## src/adccfg_pkg.sv

```systemverilog
// Purpose: constants for the converter configuration and setup bank
// Assumes: register words arrive already deserialised, 32 bits wide
// Notes:   command codes other than the setup write are local choices
package adccfg_pkg;
  // ----------------------------------------------------------------
  // commands
  // ----------------------------------------------------------------
  localparam logic [7:0] CMD_CFG_WR   = 8'h03;
  localparam logic [7:0] CMD_CFG_RD   = 8'h0B;
  localparam logic [7:0] CMD_CSR_WR   = 8'h05; // index in bits 5:4
  localparam logic [7:0] CMD_CSR_RD   = 8'h0D; // index in bits 5:4
  localparam logic [7:0] CMD_IDX_MASK = 8'hCF;
  localparam int         CMD_IDX_LSB  = 4;
  // ----------------------------------------------------------------
  // configuration register fields
  // ----------------------------------------------------------------
  localparam int CFG_PSS    = 31; // power_save_kind
  localparam int CFG_PDW    = 30; // power_down_req
  localparam int CFG_RS     = 29; // system_reset_cmd
  localparam int CFG_RV     = 28; // reset_done_flag
  localparam int CFG_IS     = 27; // input_short_en
  localparam int CFG_GB     = 26; // guard_drive_en
  localparam int CFG_VRS    = 25; // ref_range_sel
  localparam int CFG_LAT_HI = 24; // latch_outputs
  localparam int CFG_LAT_LO = 23;
  localparam int CFG_OLS    = 22; // latch_source_sel
  localparam int CFG_OGS    = 20; // cal_pointer_en
  localparam int CFG_FRS    = 19; // rate_scale_sel
  localparam logic [31:0] CFG_WR_MASK = 32'hEFD8_0000;
  localparam logic [31:0] CFG_RESET   = 32'h0000_0000;
  localparam logic [31:0] CSR_RESET   = 32'h0000_0000;
  // ----------------------------------------------------------------
  // setup fields (within one 16-bit setup)
  // ----------------------------------------------------------------
  localparam int SU_CH_LSB   = 14; // channel_pick, 2 bits
  localparam int SU_GAIN_LSB = 11; // amp_gain_code, 3 bits
  localparam int SU_RATE_LSB = 7;  // rate_code, 4 bits
  localparam int SU_POL      = 6;  // polarity_sel
  localparam int SU_LAT_LSB  = 4;  // setup_latch_bits, 2 bits
  localparam int SU_DT       = 3;  // settle_delay_en
  localparam int SU_OCD      = 2;  // open_detect_src
  localparam int SU_OG_LSB   = 0;  // cal_set_index, 2 bits
  // ----------------------------------------------------------------
  // timing, in master-clock cycles
  // ----------------------------------------------------------------
  localparam logic [10:0] SETTLE_CYC      = 11'd1280;
  localparam logic [10:0] SETTLE_CYC_SCL  = 11'd1536;
  localparam logic [19:0] WORD_CYC_BASE   = 20'd40960; // 120 Sps
  localparam logic [19:0] WORD_CYC_FAST   = 20'd1280;  // 3840 Sps
  typedef enum logic {ADCCFG_IDLE, ADCCFG_WAIT} adccfg_state_e;
endpackage

```

## src/adccfg_regs.sv

```systemverilog
// Purpose: configuration and channel-setup register bank with decoding
// Assumes: one master clock; words come from the serial command port
// Notes:   every output is registered; config flags show one cycle later, setup decodes two
//
// Functional notes
// - power-down enters standby or sleep per kind
// - reset command bit starts internal reset cycle
// - reset-done flag reads one, cleared on read
// - input short shorts all channel input pairs
// - guard drive takes first latch pin
// - reference range bit picks sampling capacitor
// - latch source picks setup or configuration bits
// - configuration latch field drives pins on command
// - calibration pointer picks channel or setup index
// - rate scale multiplies word rates by 5/6
// - word rates scale with master clock
// - four setup registers, two setups each
// - command 05 writes one setup register
// - setup field layout from the top
// - channel pick selects physical input 1-4
// - every setup is independent of others
// - rate code selects word rate table
// - settle delay 1280 or 1536 cycles
// - calibration index selects register pair 1-4
`timescale 1ns/100ps
`default_nettype none
module adccfg_regs
  import adccfg_pkg::*;
(
  input  wire logic        clk_in,          // master clock, 4.9152 MHz
  input  wire logic        reset_in,        // sync reset, active high
  input  wire logic        cmd_valid_in,    // command with its word
  input  wire logic [7:0]  cmd_byte_in,     // command byte
  input  wire logic [31:0] cmd_data_in,     // write word
  input  wire logic [2:0]  setup_sel_in,    // setup chosen for conversion
  input  wire logic        conv_req_in,     // conversion start request
  output logic             rd_valid_out,    // read word valid pulse
  output logic [31:0]      rd_data_out,     // read word
  output logic             power_down_out,  // power-save active
  output logic             sleep_out,       // sleep, oscillator off
  output logic             osc_run_out,     // oscillator enable
  output logic             sys_reset_out,   // reset cycle pulse
  output logic             reset_done_out,  // reset-done flag
  output logic             input_short_out, // inputs shorted
  output logic             guard_drive_out, // first pin carries guard
  output logic             ref_range_out,   // small reference range
  output logic             latch_a0_out,    // first latch pin
  output logic             latch_a1_out,    // second latch pin
  output logic [1:0]       channel_out,     // physical channel
  output logic [2:0]       gain_out,        // amplifier gain code
  output logic [19:0]      word_period_out, // clocks per output word
  output logic             rate_valid_out,  // rate code is defined
  output logic             polarity_out,    // polarity select
  output logic             open_detect_out, // open detect source on
  output logic [1:0]       cal_index_out,   // offset/gain pair index
  output logic             settle_busy_out, // settle wait running
  output logic             conv_go_out      // conversion start pulse
);
  // ----------------------------------------------------------------
  // helpers
  // ----------------------------------------------------------------
  // pick one setup out of the bank; setup 0 is the upper half
  function automatic logic [15:0] get_setup(input logic [127:0] bank,
                                            input logic [2:0]   sel);
    logic [31:0] word;
    word = bank[32*sel[2:1] +: 32];
    get_setup = sel[0] ? word[15:0] : word[31:16];
  endfunction

  // clocks per word; in clocks, so the rate follows the clock itself
  function automatic logic [20:0] rate_period(input logic [3:0] code,
                                              input logic       scl);
    logic [19:0] base;
    base = 20'h0;
    case (code)
      4'h0, 4'h1, 4'h2, 4'h3, 4'h4: base = WORD_CYC_BASE << code[2:0];
      4'h8, 4'h9, 4'hA, 4'hB, 4'hC: base = WORD_CYC_FAST << code[2:0];
      default: base = 20'h0;
    endcase
    // 5/6 rate means 6/5 period; all table values divide by five
    if (scl) begin
      base = base + base / 20'd5;
    end
    rate_period = {(base != 20'h0), base};
  endfunction

  // ----------------------------------------------------------------
  // state
  // ----------------------------------------------------------------
  logic [31:0]   cfg, next_cfg;
  logic [127:0]  channel_setup, next_csr;
  logic          rv, next_rv;
  adccfg_state_e state, next_state;
  logic [10:0]   cnt, next_cnt;
  logic          next_rd_valid, next_sys_reset, next_go;
  logic [31:0]   next_rd_data;
  logic          next_a0, next_a1;
  logic [15:0]   su;
  logic [20:0]   per;
  logic          cfg_wr, cfg_rd, csr_wr, csr_rd;
  logic [1:0]    idx;

  // command decode
  assign cfg_wr = cmd_valid_in && (cmd_byte_in == CMD_CFG_WR);
  assign cfg_rd = cmd_valid_in && (cmd_byte_in == CMD_CFG_RD);
  assign csr_wr = cmd_valid_in &&
                  ((cmd_byte_in & CMD_IDX_MASK) == CMD_CSR_WR);
  assign csr_rd = cmd_valid_in &&
                  ((cmd_byte_in & CMD_IDX_MASK) == CMD_CSR_RD);
  assign idx    = cmd_byte_in[CMD_IDX_LSB +: 2];
  // each setup decodes alone from its own half word
  assign su     = get_setup(channel_setup, setup_sel_in);
  assign per    = rate_period(su[SU_RATE_LSB +: 4], cfg[CFG_FRS]);

  // ----------------------------------------------------------------
  // register file next values
  // ----------------------------------------------------------------
  always_comb begin
    next_cfg       = cfg;
    next_csr       = channel_setup;
    next_rv        = rv;
    next_rd_valid  = 1'b0;
    next_rd_data   = rd_data_out;
    next_sys_reset = 1'b0;
    if (cfg_wr) begin
      if (cmd_data_in[CFG_RS]) begin
        // reset cycle: only the reset bit survives the write
        next_cfg         = CFG_RESET;
        next_cfg[CFG_RS] = 1'b1;
        next_csr         = {4{CSR_RESET}};
        next_rv          = 1'b1;
        next_sys_reset   = 1'b1;
      end else begin
        // host should send zeros; storage drops them anyway
        next_cfg = cmd_data_in & CFG_WR_MASK;
      end
    end
    if (csr_wr) begin
      // whole word, both setups at once
      next_csr[32*idx +: 32] = cmd_data_in;
    end
    if (cfg_rd) begin
      next_rd_valid        = 1'b1;
      next_rd_data         = cfg;
      next_rd_data[CFG_RV] = rv;
      next_rv              = 1'b0;
    end
    if (csr_rd) begin
      next_rd_valid = 1'b1;
      next_rd_data  = channel_setup[32*idx +: 32];
    end
  end

  // ----------------------------------------------------------------
  // latch pins, refreshed when any command executes
  // ----------------------------------------------------------------
  always_comb begin
    next_a0 = latch_a0_out;
    next_a1 = latch_a1_out;
    if (cmd_valid_in) begin
      if (next_cfg[CFG_OLS]) begin
        next_a1 = next_cfg[CFG_LAT_LO];
        next_a0 = next_cfg[CFG_LAT_HI];
      end else begin
        next_a1 = su[SU_LAT_LSB];
        next_a0 = su[SU_LAT_LSB + 1];
      end
      // guard output owns the first pin; source select is moot there
      if (next_cfg[CFG_GB]) begin
        next_a0 = 1'b0;
      end
    end
  end

  // ----------------------------------------------------------------
  // settle delay before a conversion starts
  // ----------------------------------------------------------------
  always_comb begin
    next_state = state;
    next_cnt   = cnt;
    next_go    = 1'b0;
    case (state)
      ADCCFG_IDLE: begin
        // requests ignored while powered down; a settle wait already running still ends in a start
        if (conv_req_in && !cfg[CFG_PDW]) begin
          if (su[SU_DT]) begin
            next_state = ADCCFG_WAIT;
            next_cnt = cfg[CFG_FRS] ? SETTLE_CYC_SCL : SETTLE_CYC;
          end else begin
            next_go = 1'b1;
          end
        end
      end
      ADCCFG_WAIT: begin
        next_cnt = cnt - 11'd1;
        if (cnt == 11'd1) begin
          next_go    = 1'b1;
          next_state = ADCCFG_IDLE;
        end
      end
      default: begin
        next_state = ADCCFG_IDLE;
        next_cnt   = 11'd0;
      end
    endcase
    // a reset cycle abandons any pending start
    if (next_sys_reset) begin
      next_state = ADCCFG_IDLE;
      next_go    = 1'b0;
    end
  end

  // ----------------------------------------------------------------
  // registers
  // ----------------------------------------------------------------
  always_ff @(posedge clk_in) begin
    if (reset_in) begin
      cfg             <= CFG_RESET;
      channel_setup             <= {4{CSR_RESET}};
      rv              <= 1'b0;
      state           <= ADCCFG_IDLE;
      cnt             <= 11'd0;
      rd_valid_out    <= 1'b0;
      rd_data_out     <= 32'h0000_0000;
      sys_reset_out   <= 1'b0;
      conv_go_out     <= 1'b0;
      latch_a0_out    <= 1'b0;
      latch_a1_out    <= 1'b0;
      power_down_out  <= 1'b0;
      sleep_out       <= 1'b0;
      osc_run_out     <= 1'b1;
      reset_done_out  <= 1'b0;
      input_short_out <= 1'b0;
      guard_drive_out <= 1'b0;
      ref_range_out   <= 1'b0;
      settle_busy_out <= 1'b0;
      channel_out     <= 2'h0;
      gain_out        <= 3'h0;
      word_period_out <= 20'h0;
      rate_valid_out  <= 1'b0;
      polarity_out    <= 1'b0;
      open_detect_out <= 1'b0;
      cal_index_out   <= 2'h0;
    end else begin
      cfg             <= next_cfg;
      channel_setup             <= next_csr;
      rv              <= next_rv;
      state           <= next_state;
      cnt             <= next_cnt;
      rd_valid_out    <= next_rd_valid;
      rd_data_out     <= next_rd_data;
      sys_reset_out   <= next_sys_reset;
      conv_go_out     <= next_go;
      latch_a0_out    <= next_a0;
      latch_a1_out    <= next_a1;
      // standby keeps the oscillator, sleep stops it
      power_down_out  <= next_cfg[CFG_PDW];
      sleep_out       <= next_cfg[CFG_PDW] && next_cfg[CFG_PSS];
      osc_run_out     <= !(next_cfg[CFG_PDW] && next_cfg[CFG_PSS]);
      reset_done_out  <= next_rv;
      input_short_out <= next_cfg[CFG_IS];
      guard_drive_out <= next_cfg[CFG_GB];
      ref_range_out   <= next_cfg[CFG_VRS];
      settle_busy_out <= (next_state == ADCCFG_WAIT);
      // selected setup, decoded per field
      channel_out     <= su[SU_CH_LSB +: 2];
      gain_out        <= su[SU_GAIN_LSB +: 3];
      word_period_out <= per[19:0];
      rate_valid_out  <= per[20];
      polarity_out    <= su[SU_POL];
      open_detect_out <= su[SU_OCD];
      cal_index_out   <= cfg[CFG_OGS] ? su[SU_OG_LSB +: 2]
                                      : su[SU_CH_LSB +: 2];
    end
  end
endmodule
`default_nettype wire

```

## config.mk

```make
export PLATFORM = sky130hd
export DESIGN_NAME = adccfg_regs
export DESIGN_NICKNAME = d
export VERILOG_FILES = /design/src/adccfg_pkg.sv /design/src/adccfg_regs.sv
export SDC_FILE = /design/constraint.sdc
export NUM_CORES = 1
export LEC_CHECK = 0
export BUFFER_PORTS_ARGS = -buffer_cell sky130_fd_sc_hd__buf_2
export CORE_MARGIN = 1.5
export CORE_UTILIZATION = 48
export DETAILED_ROUTE_END_ITERATION = 16
export GPL_TIMING_DRIVEN = 0
export PLACE_DENSITY = 0.67
export REMOVE_ABC_BUFFERS = 1
export SYNTH_ARGS = -nofsm -noshare
export SYNTH_HDL_FRONTEND = slang
export SYNTH_SLANG_ARGS = --single-unit
```

## constraint.sdc

```tcl
create_clock -name clk_in -period 13.6 [get_ports clk_in]
set_input_delay 2.72 -clock clk_in [delete_from_list [all_inputs] [get_ports clk_in]]
set_output_delay 2.72 -clock clk_in [all_outputs]
set_load 0.02 [all_outputs]
```

==> out/results.ini, run 1 <==
[layout]
area_growth_syn_to_layout_pct=16.64
final_area_um2=13190
final_core_util_pct=57.74
nets=1322
drive_gt1_share_pct=23.16
fillers=2026
stdcell_count=1582

[sta]
setup_viol=0
final_hold_viol_count=0
fin_crit_ps=12780
finalSetupTns_ps=0
final.setup_skew_ps=24.17
tightest_slew_ps=1206
report.final.slew_viol_count=0
rsz0062_at_grt=no
fin_crit_sh_pct=93.98
fin_hold_ws_ps=470.6
fmax_mhz=78.24
max_slew_margin_pct=19.58
final.setup.worst_slack_ps=818.1

[routing]
final_antenna_net_count=0
num_vias=9555
drtIter0Drc=629
firstDrtPassIters=5
vias_per_cell=6.040
route.detailed.drc=0
wl_mm=31.07
wl_per_cell_um=19.64

[status]
status=finished clean

[floorplanning]
chipHeight_um=156.5
io_pins=122
initial_core_util_pct=49.51
rows=55
die-area_um2=24490
die_x_um=156.5
core-area_um2=22850

[setup_path]
r2r_setup_slack_ps=3010
slowest_stage=mux4_2
worstPathArrival_ps=13210
crit_path_max_incr_delay_ps=570
critPathCaptureType=flip-flop
crit_top_cell=ha_1
crit_path_start_kind=input pin
path_class=input pin to flip-flop
required_ps=14030
crit_fanout=32

[placed_design]
place_area_um2=12260
dp_slack_ps=-806.2
place.gp.congestion=0.8702
place_inst=1534
dp_hpwl_mm=20.05
io_buffers=121

[synth]
ys.flop_type=dfxtp_1
post-synth-top-count-cell=nor2_1
synth-seq-area-share_pct=39.12
synth_area_leaders=dfxtp_1 (39%), mux4_2 (13%), a22oi_1 (9.8%), nor2_1 (7.7%), mux2i_1 (3.7%)
synth_warnings=0
ys_seq_elements=221
synthesis.instances=1175
yosys.area.top_type_share_pct=39.12
synth_common_cells=nor2_1 (231), dfxtp_1 (221), a22oi_1 (148)
yosys.area.top_type=dfxtp_1
async_flop_share_pct=0
synth_edf_count=0
synth_area_um2=11310
post_synth.cell_area_avg_um2=9.626
synth.distinct_cells=84

[worst_hold_path]
hold_class=flip-flop to flip-flop

[run]
maxCapViolCount=0

[power]
swShare_pct=22.55
p_switching_mw=0.3188
power.share.combinational_pct=4.1
leakage_nw=5.299
ir_worst_vdd_mv=0.1054
p_total_mw=1.413
p_per_area_nw_per_um2=107.1
clockPowerShare_pct=50.0
p_seq_share_pct=45.9
intPower_mw=1.095

[cts]
ctsHoldBuffers=0
htree_num_levels=1
path_clk_slew_ps=60
cts_tree=yes
cts_max_path_buffers=3
cts-root-buf=clkbuf_16
cts_buffers=25
clock_sinks=221
clk_latency_ps=560

[grt]
grt_pass1_vias=9308
grt_pass1_wl_mm=49.43
grt.overflow.total=0
globalRouteTotalUtil_pct=25.33
grt_max_degree=114
antenna_found_initial=5

[worst paths after layout]
check                                      from                       endpoint  depth (start not counted)
setup / recovery                setup_sel_in[1]  word_period_out[0]$_SDFF_PP0_                         45
hold / removal             cfg[25]$_SDFFE_PP0P_           cfg[25]$_SDFFE_PP0P_                          2
setup reg to reg  channel_setup[106]$_SDFF_PP0_  word_period_out[0]$_SDFF_PP0_                         44
hold reg to reg            cfg[25]$_SDFFE_PP0P_           cfg[25]$_SDFFE_PP0P_                          2
[sequential cells by signal (all words and copies together) (netlist names), 2 cells and up]
register	flops
word_period_out	20
cfg	11
cnt	11
cal_index_out	2
channel_setup	128
gain_out	3
channel_out	2
rd_data_out	32
[metal layers]
layer	vias up	global-route usage, %	part of all wire [%]
met3	69	4.292	6.6
li1	4476	-	-
met2	342	42.56	48
met4	2	10.61	3.1
met5	-	0	0.035
met1	4666	32.24	42
[cells by family after synthesis]
kind of cell	count (synthesis)	synth area share (%)
flops	221	39.12
fa+ha+maj	27	3.053
buf+inv	120	4.380
mux	118	17.99
compound gates	292	19.07
xor+xnor	13	1.007
simple gates	384	15.39
[critical path, delay by kind of cell]
kind	cells	cell delay, ps
adders and majority gates	9	3240
AOI/OAI and AO/OA	10	2550
and+or+nand+nor	14	2120
muxes	6	1850
buffers and inverters	6	660
[power groups by stage]
stage               logic (mW)  clock network [mW]  registers, mW
global placement        0.0535                   0          0.663
floorplan               0.0142                   0          0.664
finish                  0.0574               0.707          0.649
CTS                     0.0565               0.712          0.649
global route            0.0607               0.740          0.649
detailed placement      0.0564                   0          0.663
[layout make-up]
class	count	area [µm²]	area share, %
Tap cell	313	391.6	2.969
Sequential cell	221	4424	33.54
Clock inverter	10	142.6	1.081
Multi-Input combinational cell	834	6494	49.22
Antenna cell	4	10.01	0.07587
Clock buffer	34	719.4	5.453
Timing Repair Buffer	135	887.1	6.724
Inverter	31	123.9	0.9389
[what timing repair did]
item / 4_1_cts / 5_1_grt
resized for setup: 1 / 15
setup endpoints to repair: 2 / 3
hold endpoints to repair: 0 / 0
buffers inserted: 0 / 0
[cell usage in the layout (no fill, tap or decap), drive strengths merged, types with 4 or more instances in the layout]
| cell | instances |
|---|---|
| o31ai | 6 |
| buf | 134 |
| a21oi | 48 |
| nand4 | 5 |
| diode | 4 |
| a21o | 7 |
| nor3 | 13 |
| or3 | 7 |
| xor2 | 4 |
| a22oi | 148 |
| mux4 | 64 |
| xnor2 | 9 |
| dfxtp | 221 |
| a211oi | 21 |
| nand2 | 48 |
| nand3 | 10 |
| nor4 | 5 |
| o211ai | 4 |
| and2 | 7 |
| nor2 | 233 |
| a211o | 4 |
| nor2b | 11 |
| mux2 | 9 |
| clkbuf | 35 |
| or2 | 7 |
| o21ai | 17 |
| ha | 26 |
| nand2b | 11 |
| mux2i | 45 |
| inv | 32 |
| o22ai | 4 |
| clkinv | 5 |
| nor3b | 11 |
No activity file was read; power rests on OpenSTA's default activity.
==> run 2: changes to the inputs <==
- CORE_UTILIZATION: 48 -> 55
- PLACE_DENSITY: 0.67 -> 0.75
==> out/results.ini, run 2 (synthesized netlist as in run 1, its figures left out) <==
[layout]
final_cell_mix=nor2_1 (230), dfxtp_1 (221), a22oi_1 (148)
area_growth_syn_to_layout_pct=15.32
largest_register_ff_count=128
drive_gt1_share_pct=22.91
top_register=channel_setup
nets=1323
reg.largest.list=channel_setup: 128 flops, rd_data_out: 32 flops, word_period_out: 20 flops
final_common_cell=nor2_1

[sta]
final_hold_viol_count=0
report.final.slew_viol_count=0
final.setup_skew_ps=19.46
max_slew_margin_pct=29.76
fin_crit_sh_pct=94.82
setup_viol=0
final.setup.worst_slack_ps=704.5
tightest_slew_ps=1054
fmax_mhz=77.55
fin_crit_ps=12900

[floorplanning]
die-area_um2=21430
chipHeight_um=146.4
rows=52
initial_core_util_pct=55.90
io_pins=122
core-area_um2=20230
die_x_um=146.4

[placed_design]
place.gp.congestion=0.8614
io_buffers=121
dp_hpwl_mm=19.66
dp_slack_ps=-766.4

[grt]
grt_pass1_vias=9569
antenna_found_initial=2
grt_pass1_wl_mm=49.17
grt.overflow.total=0
grt_max_degree=114
globalRouteTotalUtil_pct=28.13

[setup_path]
path_class=input pin to flip-flop
crit_fanout=23
required_ps=14020
critPathCaptureType=flip-flop
crit_path_max_incr_delay_ps=480
crit_top_cell=ha_1
worstPathArrival_ps=13320
r2r_setup_slack_ps=2920
slowest_stage=ha_2
crit_path_start_kind=input pin

[routing]
firstDrtPassIters=6
drtIter0Drc=713
num_vias=9707
wl_per_cell_um=19.77
route.detailed.drc=0
vias_per_cell=6.307
wl_mm=30.42
final_antenna_net_count=0

[cts]
cts_tree=yes
cts_max_path_buffers=3
ctsHoldBuffers=0
path_clk_slew_ps=60
htree_num_levels=1
cts_buffers=25
clk_latency_ps=540
clock_sinks=221
cts-root-buf=clkbuf_16

[power]
leakage_nw=5.257
p_per_area_nw_per_um2=104.7
p_total_mw=1.366
ir_worst_vdd_mv=0.1002

[status]
status=finished clean

[run]
maxCapViolCount=0

[worst_hold_path]
hold_class=flip-flop to flip-flop

run 2: timing repair:
item | CTS | global route
cloned | 0 | 0
setup endpoints to repair | 2 | 3
gates resized for setup | 1 | 12
buffers inserted | 0 | 2
pin swaps | 0 | 0
run 2: area by class of cell:
| cell class | instances | area [µm²] |
|---|---|---|
| tap | 270 | 337.8 |
| antenna | 3 | 7.507 |
| inverter | 31 | 123.9 |
| clock inverter | 8 | 86.33 |
| sequential | 221 | 4424 |
| multi-input combinational | 834 | 6481 |
| timing repair buffer | 136 | 865.8 |
| fill | 1654 | 7191 |
| clock buffer | 36 | 716.9 |
run 2: power by group:
part | internal (mW) | switching, mW
logic | 0.0189 | 0.0375
clock network | 0.386 | 0.275
registers | 0.648 | 0.000441
run 2: worst paths after layout:
check,end,cells past startpoint,startpoint
hold reg to reg,cnt[10]$_SDFFE_PP0P_,1,cnt[10]$_SDFFE_PP0P_
setup reg to reg,word_period_out[0]$_SDFF_PP0_,44,channel_setup[103]$_SDFF_PP0_
setup / recovery,word_period_out[0]$_SDFF_PP0_,45,setup_sel_in[0]
hold / removal,cnt[10]$_SDFFE_PP0P_,1,cnt[10]$_SDFFE_PP0P_
run 2: critical path, delay by kind of cell:
| kind | cells | cell delay, ps |
|---|---|---|
| multiplexers | 6 | 1740 |
| AO/OA/AOI/OAI | 10 | 2480 |
| buffers and inverters | 6 | 810 |
| AND/OR/NAND/NOR | 14 | 2110 |
| adder cells (fa/ha/maj) | 9 | 3420 |
run 2: per-layer routing:
layer	global-route usage, %	part of all wire (%)
met5	0	0
met4	11.36	3.7
met3	5.688	8.0
met2	46.99	48
met1	35.79	41
run 2: through the flow:
| stage | instance area (µm²) | cells | hold slack, ps | setup TNS [ps] | utilization (%) |
|---|---|---|---|---|---|
| finish | 13040 | 1539 | 473.6 | 0 | 64.46 |
| global route | 13040 | 1538 | 480.3 | -23.84 | 64.45 |
| CTS | 12980 | 1534 | 478.3 | 0 | 64.15 |
| detailed placement | 12170 | 1490 | 470.6 | -1595 | 60.17 |
| global placement | 11880 | 1477 | 448.1 | -1382 | 58.73 |
| floorplan | 10940 | 1086 | 423.2 | 0 | - |
